$ cat config.mk
export PLATFORM = sky130hd
export DESIGN_NAME = csd_datapath
export DESIGN_NICKNAME = d
export VERILOG_FILES = /design/src/hdl/csd_pkg.sv /design/src/hdl/csd_stack.sv /design/src/hdl/csd_alu.sv /design/src/hdl/csd_datapath.sv
export SDC_FILE = /design/constraint.sdc
export NUM_CORES = 2
export LEC_CHECK = 0
export ABC_AREA = 1
export BUFFER_PORTS_ARGS = -buffer_cell sky130_fd_sc_hd__buf_2
export CAP_MARGIN = 20
export CORE_UTILIZATION = 50
export DETAILED_ROUTE_END_ITERATION = 8
export PLACE_DENSITY = 0.68
export SLEW_MARGIN = 20
export SYNTH_ARGS = -nofsm -noshare
export SYNTH_HDL_FRONTEND = slang
export SYNTH_HIERARCHICAL = 1
export SYNTH_SLANG_ARGS = --single-unit
$ cat constraint.sdc
create_clock -name sys_clk -period 7.2 [get_ports sys_clk]
set_input_delay 1.44 -clock sys_clk [delete_from_list [all_inputs] [get_ports sys_clk]]
set_output_delay 1.44 -clock sys_clk [all_outputs]
set_load 0.005 [all_outputs]
$ cat src/hdl/csd_pkg.sv
// constants, field positions and operation codes of the stack, status and datapath block
// How it works
// - six-entry return stack holds only program counter values, hidden from software
// - call or interrupt acknowledge pushes the program counter and advances level unless the stack is full
// - return or interrupt return reloads the program counter from newest entry
// - reset empties the stack, level pointer at top
// - current-page table read takes upper four address bits from program counter
// - both table reads take low eight address bits from table pointer
// - full stack holds interrupt acknowledge until a return frees a level
// - call on a full stack overwrites the oldest entry
// - data memory holds function registers plus 192 general bytes
// - any data bit can be set or cleared, dedicated bits excepted
// - locations 00H and 02H reach memory through pointer zero or one
// - pointer aimed at an indirect location reads 00H, writes nothing
// - accumulator sits at 05H, takes immediates, carries memory moves
// - ALU does 8-bit arithmetic, logic, rotates, inc, dec, skips, flags
// - status writes never touch power-down or timeout flags; bits 6, 7 read zero
// - carry set on add carry or subtract no-borrow, rotates through it
// - half carry set on low nibble carry or no nibble borrow
// - zero flag set when result is zero
// - overflow set when carry into and out of top bit differ
// - power-down flag cleared by reset or watchdog clear, set by halt
// - timeout flag cleared by reset, watchdog clear or halt, set by timeout
// - status register is never saved automatically on call or interrupt
package csd_pkg;
  localparam int PC_W        = 12;
  localparam int DATA_W      = 8;
  localparam int STACK_DEPTH = 6;
  localparam int GP_BYTES    = 192;
  localparam logic [7:0] ADDR_IND0    = 8'h00;
  localparam logic [7:0] ADDR_PTR0    = 8'h01;
  localparam logic [7:0] ADDR_IND1    = 8'h02;
  localparam logic [7:0] ADDR_PTR1    = 8'h03;
  localparam logic [7:0] ADDR_ACC     = 8'h05;
  localparam logic [7:0] ADDR_TBL_PTR = 8'h07;
  localparam logic [7:0] ADDR_STATUS  = 8'h0A;
  localparam logic [7:0] ADDR_GP_BASE = 8'h40;
  localparam logic [7:0] RST_BYTE     = 8'h00;
  localparam logic [7:0] IND_SELF_RD  = 8'h00;
  localparam logic [3:0] LAST_PAGE    = 4'hF;
  localparam int ST_CARRY    = 0;
  localparam int ST_HALF     = 1;
  localparam int ST_ZERO     = 2;
  localparam int ST_OVERFLOW = 3;
  localparam int ST_PWRDN    = 4;
  localparam int ST_WDOG     = 5;
  typedef enum logic [4:0] {
    OP_PASS, OP_ADD, OP_ADD_CARRY, OP_SUB, OP_SUB_BORROW, OP_DEC_ADJUST,
    OP_AND, OP_OR, OP_XOR, OP_COMPLEMENT, OP_ROT_LEFT, OP_ROT_RIGHT,
    OP_ROT_LEFT_C, OP_ROT_RIGHT_C, OP_INC, OP_DEC, OP_SKIP_ZERO,
    OP_SKIP_NONZERO, OP_INC_SKIP_ZERO, OP_DEC_SKIP_ZERO
  } csd_op_type;
endpackage

$ cat src/hdl/csd_stack.sv
// circular return-address stack with saturating level count
`timescale 1ns/10ps
`default_nettype none
module csd_stack import csd_pkg::*; #(
  parameter int DEPTH = STACK_DEPTH,
  parameter int AW    = PC_W
) (
  input  wire logic                         sys_clk,
  input  wire logic                         reset,
  input  wire logic                         push,
  input  wire logic                         pop,
  input  wire logic [AW-1:0]                push_data,
  output logic      [AW-1:0]                top_data,
  output logic                              full,
  output logic      [$clog2(DEPTH+1)-1:0]   level
);
  localparam int PW = $clog2(DEPTH);
  localparam int LW = $clog2(DEPTH+1);
  logic [AW-1:0] entry_q [DEPTH];
  logic [PW-1:0] wr_ptr_q;
  logic [LW-1:0] level_q;
  wire  [PW-1:0] next_ptr = (wr_ptr_q == PW'(DEPTH-1)) ? '0 : wr_ptr_q + 1'b1;
  wire  [PW-1:0] prev_ptr = (wr_ptr_q == '0) ? PW'(DEPTH-1) : wr_ptr_q - 1'b1;
  assign top_data = entry_q[prev_ptr];
  assign full     = (level_q == LW'(DEPTH));
  assign level    = level_q;
  always_ff @(posedge sys_clk) begin
    if (push) begin
      entry_q[wr_ptr_q] <= push_data;
    end
  end
  always_ff @(posedge sys_clk) begin
    if (reset) begin
      wr_ptr_q <= '0;
      level_q  <= '0;
    end else if (push) begin
      wr_ptr_q <= next_ptr;
      if (!full) begin
        level_q <= level_q + 1'b1;
      end
    end else if (pop) begin
      wr_ptr_q <= prev_ptr;
      if (level_q != '0) begin
        level_q <= level_q - 1'b1;
      end
    end
  end
endmodule
`default_nettype wire

$ cat src/hdl/csd_alu.sv
// combinational 8-bit arithmetic and logic unit with flag outputs
`timescale 1ns/10ps
`default_nettype none
module csd_alu import csd_pkg::*; (
  input  wire csd_op_type       op,
  input  wire logic [7:0]       acc,
  input  wire logic [7:0]       opnd,
  input  wire logic             c_in,
  input  wire logic             hc_in,
  output logic      [7:0]       result,
  output logic                  c_out,
  output logic                  hc_out,
  output logic                  ov_out,
  output logic                  z_out,
  output logic                  upd_carry,
  output logic                  upd_arith,
  output logic                  upd_zero,
  output logic                  writes,
  output logic                  skip
);
  wire       is_sub   = (op == OP_SUB) || (op == OP_SUB_BORROW);
  wire       use_c    = (op == OP_ADD_CARRY) || (op == OP_SUB_BORROW);
  wire [7:0] addend   = is_sub ? ~opnd : opnd;
  wire       cin      = use_c ? c_in : is_sub;
  wire [4:0] low_sum  = {1'b0, acc[3:0]} + {1'b0, addend[3:0]} + {4'h0, cin};
  wire [7:0] low7_sum = {1'b0, acc[6:0]} + {1'b0, addend[6:0]} + {7'h00, cin};
  wire [8:0] sum      = {1'b0, acc} + {1'b0, addend} + {8'h00, cin};
  wire       adj_lo   = (acc[3:0] > 4'h9) || hc_in;
  wire [8:0] daa_lo   = {1'b0, acc} + (adj_lo ? 9'h006 : 9'h000);
  wire       adj_hi   = daa_lo[8] || (daa_lo[7:4] > 4'h9) || c_in;
  wire [8:0] daa_hi   = daa_lo + (adj_hi ? 9'h060 : 9'h000);
  wire [7:0] inc_val  = opnd + 8'h01;
  wire [7:0] dec_val  = opnd - 8'h01;
  assign z_out  = (result == 8'h00);
  assign hc_out = low_sum[4];
  // carry in versus out of top bit
  assign ov_out = low7_sum[7] ^ sum[8];
  always_comb begin
    result    = opnd;
    c_out     = c_in;
    upd_carry = 1'b0;
    upd_arith = 1'b0;
    upd_zero  = 1'b0;
    writes    = 1'b1;
    skip      = 1'b0;
    case (op)
      OP_ADD, OP_ADD_CARRY, OP_SUB, OP_SUB_BORROW: begin
        result    = sum[7:0];
        c_out     = sum[8];
        upd_carry = 1'b1;
        upd_arith = 1'b1;
        upd_zero  = 1'b1;
      end
      OP_DEC_ADJUST: begin
        result    = daa_hi[7:0];
        c_out     = adj_hi || daa_hi[8];
        upd_carry = 1'b1;
      end
      OP_AND: begin result = acc & opnd; upd_zero = 1'b1; end
      OP_OR: begin result = acc | opnd; upd_zero = 1'b1; end
      OP_XOR: begin result = acc ^ opnd; upd_zero = 1'b1; end
      OP_COMPLEMENT: begin result = ~opnd; upd_zero = 1'b1; end
      OP_ROT_LEFT: result = {opnd[6:0], opnd[7]};
      OP_ROT_RIGHT: result = {opnd[0], opnd[7:1]};
      OP_ROT_LEFT_C: begin
        result    = {opnd[6:0], c_in};
        c_out     = opnd[7];
        upd_carry = 1'b1;
      end
      OP_ROT_RIGHT_C: begin
        result    = {c_in, opnd[7:1]};
        c_out     = opnd[0];
        upd_carry = 1'b1;
      end
      OP_INC: begin result = inc_val; upd_zero = 1'b1; end
      OP_DEC: begin result = dec_val; upd_zero = 1'b1; end
      OP_SKIP_ZERO: begin writes = 1'b0; skip = (opnd == 8'h00); end
      OP_SKIP_NONZERO: begin writes = 1'b0; skip = (opnd != 8'h00); end
      OP_INC_SKIP_ZERO: begin result = inc_val; skip = (inc_val == 8'h00); end
      OP_DEC_SKIP_ZERO: begin result = dec_val; skip = (dec_val == 8'h00); end
      default: result = opnd;
    endcase
  end
endmodule
`default_nettype wire

$ cat src/hdl/csd_datapath.sv
// core datapath: return stack, table address, data memory, accumulator, ALU and status
`timescale 1ns/10ps
`default_nettype none
module csd_datapath import csd_pkg::*; #(
  parameter int GP_SIZE = GP_BYTES
) (
  input  wire logic             sys_clk,
  input  wire logic             reset,
  input  wire logic [PC_W-1:0]  pc_value,
  input  wire logic             call_exec,
  input  wire logic             return_exec,
  input  wire logic             return_int_exec,
  input  wire logic             int_request,
  output logic                  int_ack,
  output logic      [PC_W-1:0]  pc_restore,
  output logic                  pc_restore_valid,
  input  wire logic             table_cur_exec,
  input  wire logic             table_last_exec,
  output logic      [PC_W-1:0]  table_addr,
  output logic                  table_addr_valid,
  input  wire logic [7:0]       mem_addr,
  input  wire logic             mem_read,
  input  wire logic             mem_write,
  input  wire logic [7:0]       mem_wdata,
  output logic      [7:0]       mem_rdata,
  input  wire logic             bit_set_exec,
  input  wire logic             bit_clear_exec,
  input  wire logic [2:0]       bit_index,
  input  wire logic             alu_exec,
  input  wire csd_op_type       alu_op,
  input  wire logic             alu_use_imm,
  input  wire logic [7:0]       alu_imm,
  input  wire logic             alu_to_mem,
  output logic                  skip_next,
  input  wire logic             halt_exec,
  input  wire logic             watchdog_clear_exec,
  input  wire logic             watchdog_timeout,
  output logic      [7:0]       accumulator,
  output logic      [5:0]       status_flags,
  output logic      [2:0]       stack_level
);

  // ---- storage
  logic [7:0]      acc_q;
  logic [7:0]      ptr0_q;
  logic [7:0]      ptr1_q;
  logic [7:0]      tbl_ptr_q;
  logic [5:0]      flag_q;
  logic [7:0]      gp_q [GP_SIZE];
  logic [7:0]      rdata_q;
  logic            int_ack_q;
  logic [PC_W-1:0] pc_restore_q;
  logic            pc_restore_valid_q;
  logic [PC_W-1:0] table_addr_q;
  logic            table_addr_valid_q;
  logic            skip_q;

  // ---- location decoding, used for read select and pointer checks
  function automatic logic is_indirect(input logic [7:0] a);
    is_indirect = (a == ADDR_IND0) || (a == ADDR_IND1);
  endfunction

  function automatic logic is_gp(input logic [7:0] a);
    is_gp = (a >= ADDR_GP_BASE);
  endfunction

  // unmapped locations read as zero
  function automatic logic [7:0] read_loc(input logic [7:0] a);
    logic [7:0] idx;
    idx = a - ADDR_GP_BASE;
    read_loc = 8'h00;
    if (is_gp(a)) begin
      read_loc = gp_q[idx];
    end else begin
      case (a)
        ADDR_PTR0:    read_loc = ptr0_q;
        ADDR_PTR1:    read_loc = ptr1_q;
        ADDR_ACC:     read_loc = acc_q;
        ADDR_TBL_PTR: read_loc = tbl_ptr_q;
        ADDR_STATUS:  read_loc = {2'b00, flag_q};
        default:      read_loc = 8'h00;
      endcase
    end
  endfunction

  // ---- indirect addressing
  // pointer substitution
  wire       via_ptr0 = (mem_addr == ADDR_IND0);
  wire       via_ptr1 = (mem_addr == ADDR_IND1);
  wire [7:0] eff_addr = via_ptr0 ? ptr0_q : (via_ptr1 ? ptr1_q : mem_addr);
  wire       ind_self = (via_ptr0 || via_ptr1) && is_indirect(eff_addr);
  logic [7:0] loc_data;
  // a process, so stored bytes read inside the function wake it
  always_comb begin
    loc_data = ind_self ? IND_SELF_RD : read_loc(eff_addr);
  end

  // ---- ALU
  wire [7:0] alu_opnd = alu_use_imm ? alu_imm : loc_data;
  wire [7:0] alu_result;
  wire       alu_c;
  wire       alu_hc;
  wire       alu_ov;
  wire       alu_z;
  wire       upd_carry;
  wire       upd_arith;
  wire       upd_zero;
  wire       alu_writes;
  wire       alu_skip;

  csd_alu u_alu (
    .op        (alu_op),
    .acc       (acc_q),
    .opnd      (alu_opnd),
    .c_in      (flag_q[ST_CARRY]),
    .hc_in     (flag_q[ST_HALF]),
    .result    (alu_result),
    .c_out     (alu_c),
    .hc_out    (alu_hc),
    .ov_out    (alu_ov),
    .z_out     (alu_z),
    .upd_carry (upd_carry),
    .upd_arith (upd_arith),
    .upd_zero  (upd_zero),
    .writes    (alu_writes),
    .skip      (alu_skip)
  );

  // ---- single write port into data memory
  // read-modify-write of one bit
  wire       bit_exec  = bit_set_exec || bit_clear_exec;
  wire [7:0] bit_mask  = 8'h01 << bit_index;
  wire [7:0] bit_byte  = bit_set_exec ? (loc_data | bit_mask) : (loc_data & ~bit_mask);
  wire       alu_mem_w = alu_exec && alu_to_mem && alu_writes;
  wire       alu_acc_w = alu_exec && !alu_to_mem && alu_writes;
  wire       wr_en     = (mem_write || bit_exec || alu_mem_w) && !ind_self;
  wire [7:0] wr_data   = mem_write ? mem_wdata : (bit_exec ? bit_byte : alu_result);
  wire       wr_acc    = wr_en && (eff_addr == ADDR_ACC);
  wire       wr_ptr0   = wr_en && (eff_addr == ADDR_PTR0);
  wire       wr_ptr1   = wr_en && (eff_addr == ADDR_PTR1);
  wire       wr_tbl    = wr_en && (eff_addr == ADDR_TBL_PTR);
  wire       wr_status = wr_en && (eff_addr == ADDR_STATUS);

  genvar gi;
  generate
    for (gi = 0; gi < GP_SIZE; gi++) begin : g_gp
      localparam logic [7:0] LOC = 8'(int'(ADDR_GP_BASE) + gi);
      always_ff @(posedge sys_clk) begin
        if (reset) begin
          gp_q[gi] <= RST_BYTE;
        end else if (wr_en && (eff_addr == LOC)) begin
          gp_q[gi] <= wr_data;
        end
      end
    end
  endgenerate

  // accumulator is both ALU target and location 05H
  wire [7:0] acc_d = alu_acc_w ? alu_result : (wr_acc ? wr_data : acc_q);

  always_ff @(posedge sys_clk) begin
    if (reset) begin
      acc_q     <= RST_BYTE;
      ptr0_q    <= RST_BYTE;
      ptr1_q    <= RST_BYTE;
      tbl_ptr_q <= RST_BYTE;
    end else begin
      acc_q <= acc_d;
      if (wr_ptr0) ptr0_q <= wr_data;
      if (wr_ptr1) ptr1_q <= wr_data;
      if (wr_tbl) tbl_ptr_q <= wr_data;
    end
  end

  // ---- status flags
  // software reaches only the four arithmetic flags
  wire [3:0] sw_flags = wr_status ? wr_data[3:0] : flag_q[3:0];
  // ALU flag updates win over a write of the status location by the same op
  wire       carry_d  = (alu_exec && upd_carry) ? alu_c : sw_flags[ST_CARRY];
  wire       half_d   = (alu_exec && upd_arith) ? alu_hc : sw_flags[ST_HALF];
  wire       zero_d   = (alu_exec && upd_zero) ? alu_z : sw_flags[ST_ZERO];
  wire       ovf_d    = (alu_exec && upd_arith) ? alu_ov : sw_flags[ST_OVERFLOW];
  // halt sets, watchdog clear clears; set wins
  wire       pwrdn_d  = halt_exec ? 1'b1 :
                        (watchdog_clear_exec ? 1'b0 : flag_q[ST_PWRDN]);
  // timeout sets, clear or halt clears; set wins
  wire       wdog_d   = watchdog_timeout ? 1'b1 :
                        ((watchdog_clear_exec || halt_exec) ? 1'b0 : flag_q[ST_WDOG]);

  // reset stands for power-up, so both special flags start cleared
  always_ff @(posedge sys_clk) begin
    if (reset) begin
      flag_q <= 6'h00;
    end else begin
      flag_q <= {wdog_d, pwrdn_d, ovf_d, zero_d, half_d, carry_d};
    end
  end

  // ---- return stack
  wire            ret_any = return_exec || return_int_exec;
  wire            stk_full;
  wire [PC_W-1:0] stk_top;
  wire [2:0]      stk_level;
  // acknowledge only with a free level; request keeps pending meanwhile
  wire            ack_ok  = int_request && !stk_full && !int_ack_q && !call_exec && !ret_any;
  // only the program counter goes on the stack
  wire            push    = call_exec || ack_ok;
  wire            pop     = ret_any && !call_exec;

  csd_stack #(
    .DEPTH (STACK_DEPTH),
    .AW    (PC_W)
  ) u_stack (
    .sys_clk   (sys_clk),
    .reset     (reset),
    .push      (push),
    .pop       (pop),
    .push_data (pc_value),
    .top_data  (stk_top),
    .full      (stk_full),
    .level     (stk_level)
  );

  // ---- table address formation
  // current page from program counter
  wire [3:0] tbl_page = table_last_exec ? LAST_PAGE : pc_value[PC_W-1:PC_W-4];
  wire [PC_W-1:0] tbl_addr_d = {tbl_page, tbl_ptr_q};
  wire            tbl_exec   = table_cur_exec || table_last_exec;

  // ---- registered answers
  always_ff @(posedge sys_clk) begin
    if (reset) begin
      int_ack_q          <= 1'b0;
      pc_restore_q       <= '0;
      pc_restore_valid_q <= 1'b0;
      table_addr_q       <= '0;
      table_addr_valid_q <= 1'b0;
      rdata_q            <= RST_BYTE;
      skip_q             <= 1'b0;
    end else begin
      int_ack_q          <= ack_ok;
      pc_restore_valid_q <= pop;
      table_addr_valid_q <= tbl_exec;
      skip_q             <= alu_exec && alu_skip;
      // newest entry back to the counter
      if (pop) pc_restore_q <= stk_top;
      if (tbl_exec) table_addr_q <= tbl_addr_d;
      if (mem_read) rdata_q <= loc_data;
    end
  end

  assign int_ack          = int_ack_q;
  assign pc_restore       = pc_restore_q;
  assign pc_restore_valid = pc_restore_valid_q;
  assign table_addr       = table_addr_q;
  assign table_addr_valid = table_addr_valid_q;
  assign mem_rdata        = rdata_q;
  assign skip_next        = skip_q;
  assign accumulator      = acc_q;
  assign status_flags     = flag_q;
  assign stack_level      = stk_level;

endmodule
`default_nettype wire

Word level (Yosys, flattened, before mapping). Memory sizes are Yosys's and may differ from the RTL's. A register that Yosys moved wholly into a read port is not among the register bits. Index checks and enable logic that the tools add are counted.

Register bits after elaboration: 68. Bits in latches: 0. Memory bits (writable): 1608. ROM bits: 0. Input port bits: 62. Output and inout port bits: 53. Word-level logic and storage cells: 1530. Memories: 2.

Memories: gp_q (depth 192, bits a word 8, rd ports 1, clocked after memory_dff 0, wr ports 192, RTL line csd_datapath.sv:49) `logic [7:0] gp_q [GP_SIZE];`; u_stack.entry_q (depth 6, bits a word 12, rd ports 1, clocked after memory_dff 1, wr ports 1, RTL line csd_stack.sv:19) `logic [AW-1:0] entry_q [DEPTH];`.

Add/sub/neg operators: 15. $mul: 0. Divide/modulo/power cells: 0. Order comparisons: 3. Equal/unequal tests: 222. Shift-type cells: 1. Muxes and demuxes: 812. Bitwise logic cells: 200. Reduce and logical (&&, ||, !) cells: 258.

Operators with widths (number): 8-bit two-way mux (203); 8-bit equality test, second input constant (128); 1-bit two-way mux (593); 8-bit by 7-bit equality test with 1-bit output, second input constant (64); 1-bit logical AND (212); 1-bit OR (192); 8-bit case mux with 12 select lines (1); 8-bit zero test (6); 5-bit by 4-bit equality test with 1-bit output, second input constant (8); 8-bit case mux with 5 select lines (1); 3-bit two-way mux (9); 8-bit by 2-bit equality test with 1-bit output, second input constant (3); 5-bit by 3-bit equality test with 1-bit output, second input constant (4); 5-bit equality test, second input constant (4); 8-bit bitwise AND (2); 8-bit by 3-bit equality test with 1-bit output, second input constant (2); 8-bit inverter (2); 8-bit OR (2); 2-bit nonzero test (8); 1-bit logical OR (15); 5-bit by 2-bit equality test with 1-bit output, second input constant (2); 10-bit OR reduction (1); 8-bit by 8-bit adder with 9-bit output (1); 8-bit by 9-bit adder with 9-bit output (1); 34 further kinds (47).

Depth between registers and ports, before layout.
Word-level depth: 17. Mapped depth: 45. Gate-level depth less buffers: 39.

Hierarchy. Netlist, hierarchy kept.

Modules (own cells, without submodules): csd_datapath (times used 1, cells an instance 8560, area an instance 76852.5 um2, seq. area each 47605.7 um2); csd_stack (times used 1, cells an instance 274, area an instance 3286.9 um2, seq. area each 2282.2 um2); csd_alu (times used 1, cells an instance 466, area an instance 2462.4 um2, seq. area each 0.0 um2).

Least setup slack after synthesis. No wires, ideal clock.

Kind: input port to flip-flop. Start point: in mem_addr[3]. End point: mem gp_q[28][4] (data pin). Arrival: 6518 ps. Required time: 6938 ps. Setup slack: 419 ps. Stages: 35. Cells stage by stage: inv_1 nand2_1 nor2_2 nand2_2 inv_2 nand2_1 nand3_1 clkinv_1 ha_1 clkbuf_1 inv_1 nand2_1 nor2_1 nor2_1 nand2_1 nand2_1 o21ai_0 xor2_1 fa_1 fa_1 nand2_1 nand2_1 or2_2 nand3_1 nand2_1 nor2_1 nand3_1 inv_1 a21oi_1 nand2_1 nand2_2 inv_2 buf_6 buf_4 nor2_1.

RTL lines: from (decl) (RTL line csd_datapath.sv:21) `input wire logic [7:0] mem_addr,`; to (decl) (RTL line csd_datapath.sv:49).

==> metrics.md <==
| Metric | Value |
|---|---|
| Via count | 68250 |
| Num CTS Buffers | roughly 180 |
| Core area | 163300 sq um |
| Remaining Overflow, GRT | 0 |
| Predominant post-synthesis flop cell | edfxtp_1 |
| Compound-gate portion of the synthesized area | 0.05061 |
| Initial antenna violation count | 13 |
| Multiplexer share of the synthesized area | 0 |
| Crit start category | input port |
| Syn_area_per_cell | 8.882 sq um |
| Least-Margin Pin Slew | 1114 ps |
| Layout cells sized above 1 | 0.1272 |
| Die area | 166800 sq um |
| Reg-to-reg endpoint | gp_q[172][2]$_SDFFCE_PN0P_ |
| RSZ-0062 raised after global routing | false |
| CTS tree | built |
| Setup violations, final | 0 |
| Mapped Cells | 9300 |
| Final slew viol count | 0 |
| Reg2reg path depth | 37 |
| Most frequent cells in the layout | 2564 x nor2_1, 2263 x nand2_1, 1608 x edfxtp_1, 636 x inv_1, 633 x buf_4 |
| Yosys warning count | 6 |
| Worst setup margin | 309.4 ps |
| Max Clock Skew | between 30 and 40 ps |
| Period minus WS final | 6891 ps |
| Setup crit end kind | register |
| Max cap viols | 0 |
| Post-route ant nets | 0 |
| Final Non-Filler Cells | 12140 |
| # port buffers | ~110 |
| Maximum VDD drop | 0.2659 mV |
| Max Fclk | 145.1 MHz |
| XOR/XNOR Fraction of Synth Area | 0.002227 |
| Number of synthesized register bits | 1688 |
| FP Rows | 148 |
| Starting Density | 0.5057 |
| DPL Wire Length | 186600 microns |
| Design area | ~96000 sq um |
| Vias in the first global route | 65150 |
| Clock root cell | clkbuf_16 |
| Required @ worst endpoint | 7750 ps |
| GP Congestion | approximately 1 |
| Hold endpoint | table_addr[11]$_SDFFE_PP0P_ |
| Post-Syn Area | ~83000 sq um |
| Most common cell after layout, fill and taps aside | nor2_1 |
| Largest family of logic cells by synthesized area | simple AND/OR/NAND/NOR gates |
| Asr flop ratio synth | 0 |
| I/O pin total | 115 |
| Worst-case clock buffer depth | 3 |
| Post-synth EDFFs | 1608 |
| Worst EP arrival | roughly 7400 ps |
| Synth cell types | between 50 and 60 |
| HP Class | register to register |
| Die boundary width | 408.5 microns |
| Die Y | 408.5 microns |
| Max FO, Critical Path | 46 |
| H-tree depth | 4 |
| Kind of critical path | input port to register |
| Hold Crit Depth | 2 |
| First-pass GRT wire length | 408100 microns |
| FF-to-FF setup slack | 900 ps |
| Placed Instances | ~12000 |
| First-pass iteration count of the detailed router | 6 |
| Initial DRC count | 8834 |
| Hold_buf cts | 0 |
| Synth Area in Simple Gates | 0.2661 |
| Hold Crit Start | table_addr[11]$_SDFFE_PP0P_ |
| Leak | 40.30 nW |
| Status | complete, no violations |
| Latest clock arrival within the worst-skew pair | 830 ps |
| Fin nets | 9902 |
| Syn nets | 9403 |
| Largest net degree at the start of global routing | 123 |
| P&R area growth vs syn | 15.98% |
| Final period util | 0.9570 |
| Reg2reg start | ptr1_q[0]$_SDFFE_PP0P_ |
| FILL cells | around 14000 |
| Clock tree sinks | approximately 1700 |
| Worst slew margin | 0.2566 |
| Reg clk slew, reported paths | ~60 ps |
| Adder-Cell Fraction of Synth Area | 0.006574 |
| DRC | 0 |
| Final Hold Vio Count | 0 |
| WL per Instance | 22.70 microns |
| Power Density | 246.9 nW/um^2 |
| Worst hold slack | 468.5 ps |
| Post-place instance area | 89860 sq um |
| GRT Total Usage | 0.3271 |
| Crit-path slowest cell | fa_1 |
| Seq/Total Area, Yosys | 0.6040 |
| Worst slack, placed | -616.1 ps |
| Final WL | roughly 280000 microns |
| Max incr delay on CP | between 400 and 500 ps |
| Vias per cell | 5.623 |
==> what timing repair did <==
| action | in CTS | in global routing |
|---|---|---|
| setup endpoints to repair | 0 | 1202 |
| gates resized for setup | 0 | 11 |
| buffers inserted | 0 | 0 |
==> through the flow <==
stage	utilization	total power, mW	setup TNS [ps]
after floorplan	-	12.99	0
after global placement	0.5501	14.35	-507140
after detailed placement	0.5502	14.39	-573350
after CTS	0.5861	23.61	0
after global routing	0.5864	24.26	0
final	0.5865	23.65	0
==> cells in the mapped netlist (2+ instances only) <==
master | n | area (sq um)
nand3_2 | 3 | 30.03
a31oi_1 | 3 | 18.77
nor2_2 | 9 | 56.30
nand2_2 | 13 | 81.33
fa_1 | 4 | 80.08
clkbuf_1 | 162 | 608.1
buf_1 | 15 | 56.30
clkinv_1 | 9 | 33.78
buf_6 | 73 | 822.0
nand3b_1 | 46 | 345.3
xnor2_1 | 5 | 43.79
o21bai_1 | 3 | 22.52
a22oi_1 | 2 | 15.01
o2111ai_1 | 4 | 35.03
nand2_4 | 3 | 33.78
a21oi_1 | 102 | 510.5
nor3_1 | 4 | 20.02
dfxtp_1 | 80 | 1602
or2_2 | 51 | 319.1
nor2_1 | 2569 | 9643
edfxtp_1 | 1608 | 48290
o22ai_1 | 19 | 118.9
o211ai_1 | 12 | 90.09
o21ai_1 | 39 | 195.2
inv_1 | 637 | 2391
buf_4 | 115 | 863.3
nand3_1 | 442 | 2212
or2_1 | 15 | 93.84
o211ai_2 | 2 | 25.02
inv_2 | 34 | 127.6
o21ai_0 | 614 | 3073
xor2_1 | 16 | 140.1
buf_2 | 178 | 890.9
nand4_1 | 37 | 231.5
nor2_4 | 8 | 90.09
ha_1 | 37 | 462.9
nand2_1 | 2265 | 8502
or2_0 | 45 | 281.5
clkbuf_2 | 3 | 15.01
==> power breakdown <==
part | switching (mW) | internal [mW] | total (mW)
sequential | 0.107 | 11.0 | 11.1
clock | 3.96 | 5.41 | 9.37
combinational | 2.15 | 0.988 | 3.14
==> cell families (layout without fill, tap and decap cells) <==
group | after synthesis | in the layout
AOI/OAI and AO/OA | 808 | 808
xor gates and xnor gates | 21 | 21
adders and majority gates | 41 | 41
buffers and inverters | 1228 | 1875
DFF | 1688 | 1688
other | 0 | 14
and+or+nand+nor | 5514 | 5514
==> layer usage <==
| metal | vias to the layer above | part of all wire | GRT usage |
|---|---|---|---|
| met2 | 3943 | 0.45 | 0.5086 |
| met5 | - | 0.00029 | 0 |
| li1 | 31100 | - | - |
| met3 | 835 | 0.12 | 0.07440 |
| met1 | 32360 | 0.37 | 0.4280 |
| met4 | 12 | 0.060 | 0.1708 |
==> area by class of cell <==
cell class | instances | area [sq um] | area share
Clock buffer | 217 | 4674 | 0.04880
Antenna cell | 14 | 35.03 | 0.0003657
Inverter | 682 | 2666 | 0.02783
Tap cell | 2175 | 2721 | 0.02841
Sequential cell | 1688 | 49890 | 0.5208
Multi-Input combinational cell | 6384 | 26980 | 0.2817
Clock inverter | 111 | 1184 | 0.01236
Timing Repair Buffer | 865 | 7646 | 0.07981
==> state kept, by name (all words and copies together) (netlist names) <==
register          cells
mem_rdata             8
ptr0_q                8
ptr1_q                8
pc_restore_valid      1
pc_restore           12
u_stack/wr_ptr_q      3
skip_next             1
tbl_ptr_q             8
accumulator           8
table_addr           12
u_stack/entry_q      72
table_addr_valid      1
u_stack/level         3
int_ack               1
status_flags          6
gp_q               1536
==> critical path, delay by kind of cell <==
kind | cells | cell delay, ps
adders and majority gates | 1 | 470
AOI/OAI and AO/OA | 3 | 560
xor gates and xnor gates | 2 | 300
and+or+nand+nor | 23 | 2960
buffers and inverters | 10 | 1550
==> how the worst max path moves through the flow <==
stage	start	end	slack [ps]	cells after the start
final	mem_addr[5]	gp_q[172][2]$_SDFFCE_PN0P_	310	39
after CTS	mem_addr[5]	gp_q[188][6]$_SDFFCE_PN0P_	240	43
after global placement	mem_addr[5]	gp_q[93][6]$_SDFFCE_PN0P_	-590	43
after floorplan	mem_addr[3]	gp_q[28][4]$_SDFFCE_PN0P_	420	35
after global routing	mem_addr[3]	gp_q[167][7]$_SDFFCE_PN0P_	1	41
after detailed placement	mem_addr[3]	gp_q[99][6]$_SDFFCE_PN0P_	-620	43
Note: power is estimated with default switching activity, not from simulation.
